`config.mk`:
```
export PLATFORM = sky130hd
export DESIGN_NAME = gpio_port_drive_regs
export DESIGN_NICKNAME = d
export VERILOG_FILES = /design/src/gpio_drive_pkg.sv /design/src/gpio_port_drive_regs.sv
export SDC_FILE = /design/constraint.sdc
export NUM_CORES = 1
export LEC_CHECK = 0
export ABC_AREA = 1
export BUFFER_PORTS_ARGS = -buffer_cell sky130_fd_sc_hd__buf_2
export CELL_PAD_IN_SITES_DETAIL_PLACEMENT = 0
export CELL_PAD_IN_SITES_GLOBAL_PLACEMENT = 1
export CORE_MARGIN = 2
export CORE_UTILIZATION = 36
export CTS_CLUSTER_DIAMETER = 40
export DETAILED_ROUTE_END_ITERATION = 10
export PLACE_DENSITY = 0.8
export SYNTH_ARGS = -nofsm -noshare
export SYNTH_HDL_FRONTEND = slang
export SYNTH_SLANG_ARGS = --single-unit
```
`constraint.sdc`:
```
create_clock -name i_clk -period 1.5 [get_ports i_clk]
set_clock_uncertainty 0.05 [all_clocks]
set_input_delay 0.225 -clock i_clk [delete_from_list [all_inputs] [get_ports i_clk]]
set_output_delay 0.225 -clock i_clk [all_outputs]
set_load 0.02 [all_outputs]
```
`src/gpio_drive_pkg.sv`:
```
// Purpose: constants and types for the port drive register block
// Assumes: byte-wide register bus, one register per index
// Notes:   offsets are register indices on the plain port
package gpio_drive_pkg;
    localparam int unsigned PIN_COUNT  = 8;
    localparam int unsigned ADDR_WIDTH = 5;

    localparam logic [ADDR_WIDTH-1:0] OFS_DRIVE_ENABLE    = 5'h00;
    localparam logic [ADDR_WIDTH-1:0] OFS_ENABLE_SET      = 5'h01;
    localparam logic [ADDR_WIDTH-1:0] OFS_ENABLE_CLEAR    = 5'h02;
    localparam logic [ADDR_WIDTH-1:0] OFS_ENABLE_TOGGLE   = 5'h03;
    localparam logic [ADDR_WIDTH-1:0] OFS_DRIVE_LEVEL     = 5'h04;
    localparam logic [ADDR_WIDTH-1:0] OFS_LEVEL_SET       = 5'h05;
    localparam logic [ADDR_WIDTH-1:0] OFS_LEVEL_CLEAR     = 5'h06;
    localparam logic [ADDR_WIDTH-1:0] OFS_LEVEL_TOGGLE    = 5'h07;
    // per-pin invert and input-buffer enable, one bit per pin
    localparam logic [ADDR_WIDTH-1:0] OFS_POLARITY_INVERT = 5'h10;
    localparam logic [ADDR_WIDTH-1:0] OFS_INPUT_SENSE_EN  = 5'h11;

    localparam logic [PIN_COUNT-1:0] RST_BYTE    = 8'h00;
    localparam logic [PIN_COUNT-1:0] UNMAPPED_RD = 8'h00;

    typedef struct packed {
        logic [ADDR_WIDTH-1:0] addr;
        logic [PIN_COUNT-1:0]  wdata;
        logic                  wr;
        logic                  rd;
    } reg_req_t;

    typedef struct packed {
        logic [PIN_COUNT-1:0] level;
        logic [PIN_COUNT-1:0] enable;
    } pin_drive_t;
endpackage

```
`src/gpio_port_drive_regs.sv`:
```
// Purpose: drive-enable and drive-level registers of an 8-pin port
// Assumes: register strobes are one cycle and synchronous to i_clk
// Notes:   read data stand in the cycle after the read strobe only
`timescale 1ns/1ps

// How it works
// - drive-enable bit one enables pin driver; zero makes pin input-only
// - drive-enable never touches the input buffer; input-sense bits do
// - one written to enable-set sets that drive-enable bit
// - one written to enable-clear clears that drive-enable bit
// - one written to enable-toggle inverts that drive-enable bit
// - zero bits in set, clear, toggle writes leave targets unchanged
// - reading enable set, clear or toggle returns drive-enable
// - drive-level bit one drives pin high, zero drives low
// - drive-level reaches the pin only while its driver is enabled
// - one written to level-set sets that drive-level bit
// - one written to level-clear clears that drive-level bit
// - one written to level-toggle inverts that drive-level bit
// - reading level set, clear or toggle returns drive-level
// - set, clear and toggle writes change only the selected bits; a direct write replaces the whole byte
// - active inversion flips both driven and sampled pin values
module gpio_port_drive_regs
    import gpio_drive_pkg::*;
(
    input  wire logic                                i_clk,
    input  wire logic                                i_rst_n,
    input  wire gpio_drive_pkg::reg_req_t            i_req,
    input  wire logic [gpio_drive_pkg::PIN_COUNT-1:0] i_pin_in,
    output logic      [gpio_drive_pkg::PIN_COUNT-1:0] o_rdata,
    output logic      [gpio_drive_pkg::PIN_COUNT-1:0] o_pin_out,
    output logic      [gpio_drive_pkg::PIN_COUNT-1:0] o_pin_oe,
    output logic      [gpio_drive_pkg::PIN_COUNT-1:0] o_in_buf_en,
    output logic      [gpio_drive_pkg::PIN_COUNT-1:0] o_pin_sample
);
    import gpio_drive_pkg::*;

    logic [PIN_COUNT-1:0] enable_q;
    logic [PIN_COUNT-1:0] enable_d;
    logic [PIN_COUNT-1:0] level_q;
    logic [PIN_COUNT-1:0] level_d;
    logic [PIN_COUNT-1:0] invert_q;
    logic [PIN_COUNT-1:0] sense_en_q;
    logic [PIN_COUNT-1:0] invert_d;
    logic [PIN_COUNT-1:0] sense_d;
    logic [PIN_COUNT-1:0] rdata_d;
    pin_drive_t           drive_d;

    logic wr_en;
    logic wr_lvl;
    assign wr_en  = i_req.wr && (i_req.addr inside {OFS_DRIVE_ENABLE,
                    OFS_ENABLE_SET, OFS_ENABLE_CLEAR, OFS_ENABLE_TOGGLE});
    assign wr_lvl = i_req.wr && (i_req.addr inside {OFS_DRIVE_LEVEL,
                    OFS_LEVEL_SET, OFS_LEVEL_CLEAR, OFS_LEVEL_TOGGLE});

    // one decode shape serves both words; set, clear, toggle move only selected bits
    function automatic logic [PIN_COUNT-1:0] modify(
        input logic [PIN_COUNT-1:0]  cur,
        input logic [PIN_COUNT-1:0]  wd,
        input logic [ADDR_WIDTH-1:0] ofs,
        input logic [ADDR_WIDTH-1:0] base
    );
        logic [PIN_COUNT-1:0] r;
        r = cur;
        if (ofs == base)
        begin
            r = wd;
        end
        else if (ofs == base + 5'h01)
        begin
            r = cur | wd;
        end
        else if (ofs == base + 5'h02)
        begin
            r = cur & ~wd;
        end
        else if (ofs == base + 5'h03)
        begin
            r = cur ^ wd;
        end
        return r;
    endfunction

    always_comb
    begin
        enable_d = enable_q;
        if (wr_en)
        begin
            enable_d = modify(enable_q, i_req.wdata, i_req.addr,
                              OFS_DRIVE_ENABLE);
        end
        level_d = level_q;
        if (wr_lvl)
        begin
            level_d = modify(level_q, i_req.wdata, i_req.addr,
                             OFS_DRIVE_LEVEL);
        end
    end

    always_ff @(posedge i_clk)
    begin
        if (!i_rst_n)
        begin
            enable_q <= RST_BYTE;
            level_q  <= RST_BYTE;
        end
        else
        begin
            enable_q <= enable_d;
            level_q  <= level_d;
        end
    end

    // invert next value, so pins flip on the write edge
    always_comb
    begin
        invert_d = invert_q;
        sense_d  = sense_en_q;
        if (i_req.wr && i_req.addr == OFS_POLARITY_INVERT)
        begin
            invert_d = i_req.wdata;
        end
        if (i_req.wr && i_req.addr == OFS_INPUT_SENSE_EN)
        begin
            sense_d = i_req.wdata;
        end
    end

    always_ff @(posedge i_clk)
    begin
        if (!i_rst_n)
        begin
            invert_q   <= RST_BYTE;
            sense_en_q <= RST_BYTE;
        end
        else
        begin
            invert_q   <= invert_d;
            sense_en_q <= sense_d;
        end
    end

    always_comb
    begin
        unique case (i_req.addr)
            OFS_DRIVE_ENABLE, OFS_ENABLE_SET,
            OFS_ENABLE_CLEAR, OFS_ENABLE_TOGGLE: rdata_d = enable_q;
            OFS_DRIVE_LEVEL, OFS_LEVEL_SET,
            OFS_LEVEL_CLEAR, OFS_LEVEL_TOGGLE:   rdata_d = level_q;
            OFS_POLARITY_INVERT:                 rdata_d = invert_q;
            OFS_INPUT_SENSE_EN:                  rdata_d = sense_en_q;
            default:                             rdata_d = UNMAPPED_RD;
        endcase
    end

    // read data only in the cycle after the strobe, zero otherwise
    always_ff @(posedge i_clk)
    begin
        if (!i_rst_n)
        begin
            o_rdata <= RST_BYTE;
        end
        else
        begin
            o_rdata <= i_req.rd ? rdata_d : RST_BYTE;
        end
    end

    always_comb
    begin
        drive_d.enable = enable_d;
        // level held low while driver off
        drive_d.level  = (level_d ^ invert_d) & enable_d;
    end

    // pins fed from next-state so they change with the register edge
    always_ff @(posedge i_clk)
    begin
        if (!i_rst_n)
        begin
            o_pin_oe  <= RST_BYTE;
            o_pin_out <= RST_BYTE;
        end
        else
        begin
            o_pin_oe  <= drive_d.enable;
            o_pin_out <= drive_d.level;
        end
    end

    // input buffer from sense bits only
    always_ff @(posedge i_clk)
    begin
        if (!i_rst_n)
        begin
            o_in_buf_en  <= RST_BYTE;
            o_pin_sample <= RST_BYTE;
        end
        else
        begin
            o_in_buf_en <= sense_en_q;
            for (int i = 0; i < PIN_COUNT; i++)
            begin
                if (sense_en_q[i])
                begin
                    o_pin_sample[i] <= i_pin_in[i] ^ invert_q[i];
                end
            end
        end
    end

    enable_set_a: assert property (@(posedge i_clk) disable iff (!i_rst_n)
        i_req.wr && i_req.addr == OFS_ENABLE_SET
        |=> (enable_q & $past(i_req.wdata)) == $past(i_req.wdata))
        else $error("enable set bits not raised");

    enable_clear_a: assert property (@(posedge i_clk) disable iff (!i_rst_n)
        i_req.wr && i_req.addr == OFS_ENABLE_CLEAR
        |=> (enable_q & $past(i_req.wdata)) == 8'h00)
        else $error("enable clear bits not dropped");

    enable_toggle_a: assert property (@(posedge i_clk) disable iff (!i_rst_n)
        i_req.wr && i_req.addr == OFS_ENABLE_TOGGLE
        |=> enable_q == ($past(enable_q) ^ $past(i_req.wdata)))
        else $error("enable toggle wrong");

    zero_untouched_a: assert property (@(posedge i_clk) disable iff (!i_rst_n)
        i_req.wr && i_req.addr == OFS_LEVEL_SET
        |=> (level_q & ~$past(i_req.wdata))
            == ($past(level_q) & ~$past(i_req.wdata)))
        else $error("level set touched zero bits");

    level_clear_a: assert property (@(posedge i_clk) disable iff (!i_rst_n)
        i_req.wr && i_req.addr == OFS_LEVEL_CLEAR
        |=> level_q == ($past(level_q) & ~$past(i_req.wdata)))
        else $error("level clear wrong");

    level_toggle_a: assert property (@(posedge i_clk) disable iff (!i_rst_n)
        i_req.wr && i_req.addr == OFS_LEVEL_TOGGLE
        |=> level_q == ($past(level_q) ^ $past(i_req.wdata)))
        else $error("level toggle wrong");

    enable_read_a: assert property (@(posedge i_clk) disable iff (!i_rst_n)
        i_req.rd && i_req.addr == OFS_ENABLE_TOGGLE
        |=> o_rdata == $past(enable_q))
        else $error("enable alias read wrong");

    level_read_a: assert property (@(posedge i_clk) disable iff (!i_rst_n)
        i_req.rd && i_req.addr == OFS_LEVEL_CLEAR
        |=> o_rdata == $past(level_q))
        else $error("level alias read wrong");

    pin_gated_a: assert property (@(posedge i_clk) disable iff (!i_rst_n)
        (o_pin_out & ~o_pin_oe) == 8'h00)
        else $error("level driven with driver off");

    pin_follows_a: assert property (@(posedge i_clk) disable iff (!i_rst_n)
        o_pin_oe == enable_q
        && o_pin_out == ((level_q ^ invert_q) & enable_q))
        else $error("pins do not follow registers");

    level_set_a: assert property (
        @(posedge i_clk) disable iff (!i_rst_n)
        i_req.wr && i_req.addr == OFS_LEVEL_SET
        |=> (level_q & $past(i_req.wdata)) == $past(i_req.wdata))
        else $error("level set bits not raised");

    enable_keep_a: assert property (
        @(posedge i_clk) disable iff (!i_rst_n)
        i_req.wr && i_req.addr == OFS_ENABLE_SET
        |=> (enable_q & ~$past(i_req.wdata))
            == ($past(enable_q) & ~$past(i_req.wdata)))
        else $error("enable set touched zero bits");

    clear_keep_a: assert property (
        @(posedge i_clk) disable iff (!i_rst_n)
        i_req.wr && i_req.addr == OFS_ENABLE_CLEAR
        |=> (enable_q | $past(i_req.wdata))
            == ($past(enable_q) | $past(i_req.wdata)))
        else $error("enable clear touched zero bits");

    enable_write_a: assert property (
        @(posedge i_clk) disable iff (!i_rst_n)
        i_req.wr && i_req.addr == OFS_DRIVE_ENABLE
        |=> enable_q == $past(i_req.wdata))
        else $error("enable write not stored");

    level_write_a: assert property (
        @(posedge i_clk) disable iff (!i_rst_n)
        i_req.wr && i_req.addr == OFS_DRIVE_LEVEL
        |=> level_q == $past(i_req.wdata))
        else $error("level write not stored");

    regs_hold_a: assert property (
        @(posedge i_clk) disable iff (!i_rst_n)
        !i_req.wr
        |=> enable_q == $past(enable_q) && level_q == $past(level_q))
        else $error("registers moved without a write");

    invert_write_a: assert property (
        @(posedge i_clk) disable iff (!i_rst_n)
        i_req.wr && i_req.addr == OFS_POLARITY_INVERT
        |=> invert_q == $past(i_req.wdata))
        else $error("invert write not stored");

    sense_write_a: assert property (
        @(posedge i_clk) disable iff (!i_rst_n)
        i_req.wr && i_req.addr == OFS_INPUT_SENSE_EN
        |=> sense_en_q == $past(i_req.wdata))
        else $error("sense write not stored");

    set_read_a: assert property (
        @(posedge i_clk) disable iff (!i_rst_n)
        i_req.rd && i_req.addr == OFS_ENABLE_SET
        |=> o_rdata == $past(enable_q))
        else $error("enable set alias read wrong");

    level_read_set_a: assert property (
        @(posedge i_clk) disable iff (!i_rst_n)
        i_req.rd && i_req.addr == OFS_LEVEL_SET
        |=> o_rdata == $past(level_q))
        else $error("level set alias read wrong");

    read_toggle_a: assert property (
        @(posedge i_clk) disable iff (!i_rst_n)
        i_req.rd && i_req.addr == OFS_LEVEL_TOGGLE
        |=> o_rdata == $past(level_q))
        else $error("level toggle alias read wrong");

    buffer_follow_a: assert property (
        @(posedge i_clk) disable iff (!i_rst_n)
        1'b1
        |=> o_in_buf_en == $past(sense_en_q))
        else $error("input buffer not from sense bits");

    sample_invert_a: assert property (
        @(posedge i_clk) disable iff (!i_rst_n)
        1'b1
        |=> ((o_pin_sample ^ $past(i_pin_in) ^ $past(invert_q))
            & $past(sense_en_q)) == 8'h00)
        else $error("sampled pin value wrong");

    sample_hold_a: assert property (
        @(posedge i_clk) disable iff (!i_rst_n)
        1'b1
        |=> ((o_pin_sample ^ $past(o_pin_sample))
            & ~$past(sense_en_q)) == 8'h00)
        else $error("sample moved with buffer off");
endmodule

```
==> results.rst <==
.. list-table::
   :header-rows: 1

   * - Metric
     - Value
   * - Status
     - finished, violations left
   * - Violated checks
     - negative setup slack
   * - Cells along the critical path
     - inv_2, ha_4, inv_2, o211ai_1, nand2_1, nand2_1, nand2_1, nand2_1, nand2_2, nand2_1, nand2_1, nand2_2, nor2_2
   * - Number of H-tree levels
     - 3
   * - Root cell of the clock tree
     - clkbuf_8
   * - Vias per cell
     - 4.83
   * - Placed inst area
     - 0.00464 mm^2
   * - Switch share
     - 26.7%
   * - Final WL
     - 10.8 mm
   * - Insertion delay to the later sink of the worst-skew pair
     - 350 ps
   * - Count of hold-fix buffers inserted at cts
     - 0
   * - Global-route wire length before repair
     - 17.3 mm
   * - Total nets after synthesis
     - 578
   * - Number of pins with negative max-slew slack in the final report
     - 0
   * - Required time reported for the critical path endpoint
     - 1710 ps
   * - Crit path top cell by count
     - nand2_1
   * - Maximum number of pins on one net before global-route repair
     - 26
   * - Antenna violations before repair
     - 0
   * - Final global-route overflow total
     - 0
   * - Cell Area, Synth
     - 0.00363 mm^2
   * - Filler cells
     - 948
   * - Number of buffers between clock root and the deepest sink
     - 2
   * - Switching power
     - 1.04 mW
   * - Max IR drop VDD
     - 0.000452 V
   * - Largest incremental delay on the critical path
     - 340 ps
   * - Power density of the placed cells
     - 772 mW/mm^2
   * - Via Count
     - 3852
   * - Antenna violation net count after detailed routing
     - 0
   * - Sequential Area
     - 0.00129 mm^2
   * - Worst-case setup slack after placement
     - -258 ps
   * - Overall global routing resource usage
     - 20.0%
   * - Post-route minimum period
     - 1510 ps
   * - Arrival @ worst endpoint
     - 1720 ps
   * - Finished layout cell area
     - 0.00502 mm^2
   * - Max-slew headroom at the worst pin
     - 57.2%
   * - Post-synthesis cell count
     - 521
   * - Worst hold slack across all endpoints
     - 165 ps
   * - Wirelength per Cell
     - 13.6 um
   * - Number of different library cells in the post-synthesis netlist
     - 29
   * - Clock slew at reported path FFs
     - 80 ps
   * - Core footprint
     - 0.00977 mm^2
   * - Class of the worst hold path
     - in2reg
   * - Port-buffer cells
     - 64
   * - Part of the total power dissipated in the clock network
     - 43.8%
   * - Initial Util
     - 37.2%
   * - Share of synthesized area occupied by flip-flops and latches
     - 35.3%
   * - Highest net fanout along the worst path
     - 3
   * - Vias in the first global route
     - 3718
   * - Count of endpoints failing setup in the final report
     - 1
   * - Pre-antenna DRT Iters
     - 4
   * - Number of top-level design ports
     - 65
   * - LEAKAGE
     - 2.59 nW
   * - Clock buffers created by TritonCTS
     - 9
   * - TritonCTS clock tree
     - done
   * - Initial drt markers
     - 92
   * - Number of storage elements in the synthesis netlist
     - 64
   * - Die Outline Area
     - 0.0109 mm^2
   * - DRC Markers
     - 0
   * - Multi-input logic area
     - 0.00214 mm^2
   * - Die span in y
     - 104 um
   * - Net total in the final layout
     - 716
   * - Element type at the critical path end
     - flop
   * - Antenna Cells
     - 0
   * - Number of max-cap violations
     - 0
   * - Placement Rows
     - 36
   * - Total power
     - 3.88 mW
   * - Share of cells above drive strength 1
     - 33.7%
   * - Internal Pwr Total
     - 2.84 mW
   * - Area Overhead vs Synth
     - 38.2%
   * - Count of endpoints failing hold in the final timing report
     - 0
   * - Startpoint kind of the worst setup timing path
     - flop
   * - Combinational Power Share
     - 11.7%
   * - Part of the power in registers
     - 44.5%
   * - Synth Warn #
     - 0
   * - Average cell area after synthesis
     - 6.97 um^2
   * - Post-route fraction of the period consumed by the critical path
     - 101%
   * - Final setup slack of the worst path
     - -14.3 ps
   * - Critical path type
     - reg2reg
   * - Die Width
     - 104 um
   * - Half-perimeter wire length of the detailed placement result
     - 8.19 mm
   * - Setup repair after global routing missed its margin
     - yes
   * - Highest achievable clock rate
     - 0.660 GHz
   * - Final GP Congestion
     - 0.902
   * - Slowest CP cell
     - dfxtp_2
   * - Actual transition at the worst max-transition pin
     - 640 ps
   * - Sinks on the clock net
     - 64
metrics by stage:
step,std cells,utilization (%),setup TNS [ps]
6_report,797,51.4,-14.3
5_1_grt,797,51.4,-456
4_1_cts,793,50.0,-11.6
3_5_place_dp,777,47.5,-5020
3_3_place_gp,777,47.5,-4200
2_1_floorplan,521,-,-49.6
cells in the final DEF (no fill, tap or decap), types with 10 or more instances in the layout:
master | Yosys | final
inv_1 | 61 | 54
nor2_1 | 49 | 46
o21ai_0 | 17 | 16
dfxtp_2 | 0 | 10
a21oi_1 | 40 | 38
dfxtp_1 | 64 | 54
buf_4 | 1 | 73
nand2_1 | 139 | 125
ha_1 | 32 | 27
inv_2 | 10 | 17
nand3_1 | 26 | 23
buf_2 | 6 | 64
nand2_2 | 2 | 16
o21ai_1 | 12 | 13
cell usage after synthesis (all sizes together):
cell     number  area, um^2
ha           32         400
clkbuf        6        22.5
xor2          1        8.76
nand2       141         534
a21oi        40         200
inv          71         267
nor2         54         225
o21ai        29         145
nor3          3        25.0
nand4         2        12.5
or2           4        25.0
o2111ai       2        17.5
o211ai        8        60.1
o22ai         8        50.1
a221oi        8        70.1
buf           7        37.5
xnor2         8        70.1
a21o          5        37.5
nand3        27         140
dfxtp        64        1280
clkinv        1        3.75
timing repair:
action                     CTS  global route
setup endpoints to repair    4            11
pin swaps                    0            26
setup buffers                0             4
resized for setup           10            35
cell type report:
cell class	instances	share of cell area, %
inverters	72	5.38
flip-flops and latches	64	25.8
clock inverters	7	1.87
clock buffers	9	2.47
multi-input cells	372	42.7
well taps	133	3.31
repair buffers	140	18.5
kinds of logic (layout without fill, tap and decap cells):
| kind of cell | count (synthesis) | count (layout) | share of synthesized area [%] |
|---|---|---|---|
| compound gates | 100 | 100 | 16.0 |
| xor+xnor | 9 | 9 | 2.17 |
| fa+ha+maj | 32 | 32 | 11.0 |
| buf+inv | 85 | 228 | 9.09 |
| flops | 64 | 64 | 35.3 |
| simple gates | 231 | 231 | 26.5 |
worst paths after layout:
| check | start | end | slack (ps) | cells after the start |
|---|---|---|---|---|
| setup reg to reg | level_q[4] | o_pin_out[4] | -10 | 13 |
| hold / removal | i_pin_in[5] | o_pin_sample[5] | 160 | 5 |
| setup / recovery | level_q[4] | o_pin_out[4] | -10 | 13 |
| hold reg to reg | sense_en_q[0] | o_in_buf_en[0] | 420 | 2 |
routing by layer:
| metal | GRT usage (%) | share of wire (%) | vias to the layer above |
|---|---|---|---|
| met4 | 12.4 | 4.2 | 0 |
| met3 | 3.63 | 3.3 | 26 |
| met2 | 34.2 | 50 | 73 |
| met1 | 23.1 | 43 | 1792 |
| met5 | 0 | 0 | - |
| li1 | - | - | 1961 |
sequential cells by signal (all words and copies together) (netlist names):
signal        cells
invert_q          8
level_q           8
o_in_buf_en       8
o_pin_oe          8
o_pin_out         8
o_pin_sample      8
o_rdata           8
sense_en_q        8
power by group through the flow:
stage               Clock (mW)  Combinational, mW  Sequential, mW
global route              1.80              0.500            1.73
CTS                       1.73              0.437            1.73
detailed placement           0              0.431            1.77
global placement             0              0.423            1.77
floorplan                    0              0.203            1.78
finish                    1.70              0.453            1.73
critical path, delay by kind of cell, from the launching register on:
kind,cells,cell delay (ps)
AND/OR/NAND/NOR,9,560
flip-flops,1,340
adder cells (fa/ha/maj),1,260
AO/OA/AOI/OAI,1,150
buffers and inverters,2,70
(Power assumes the default switching activity.)
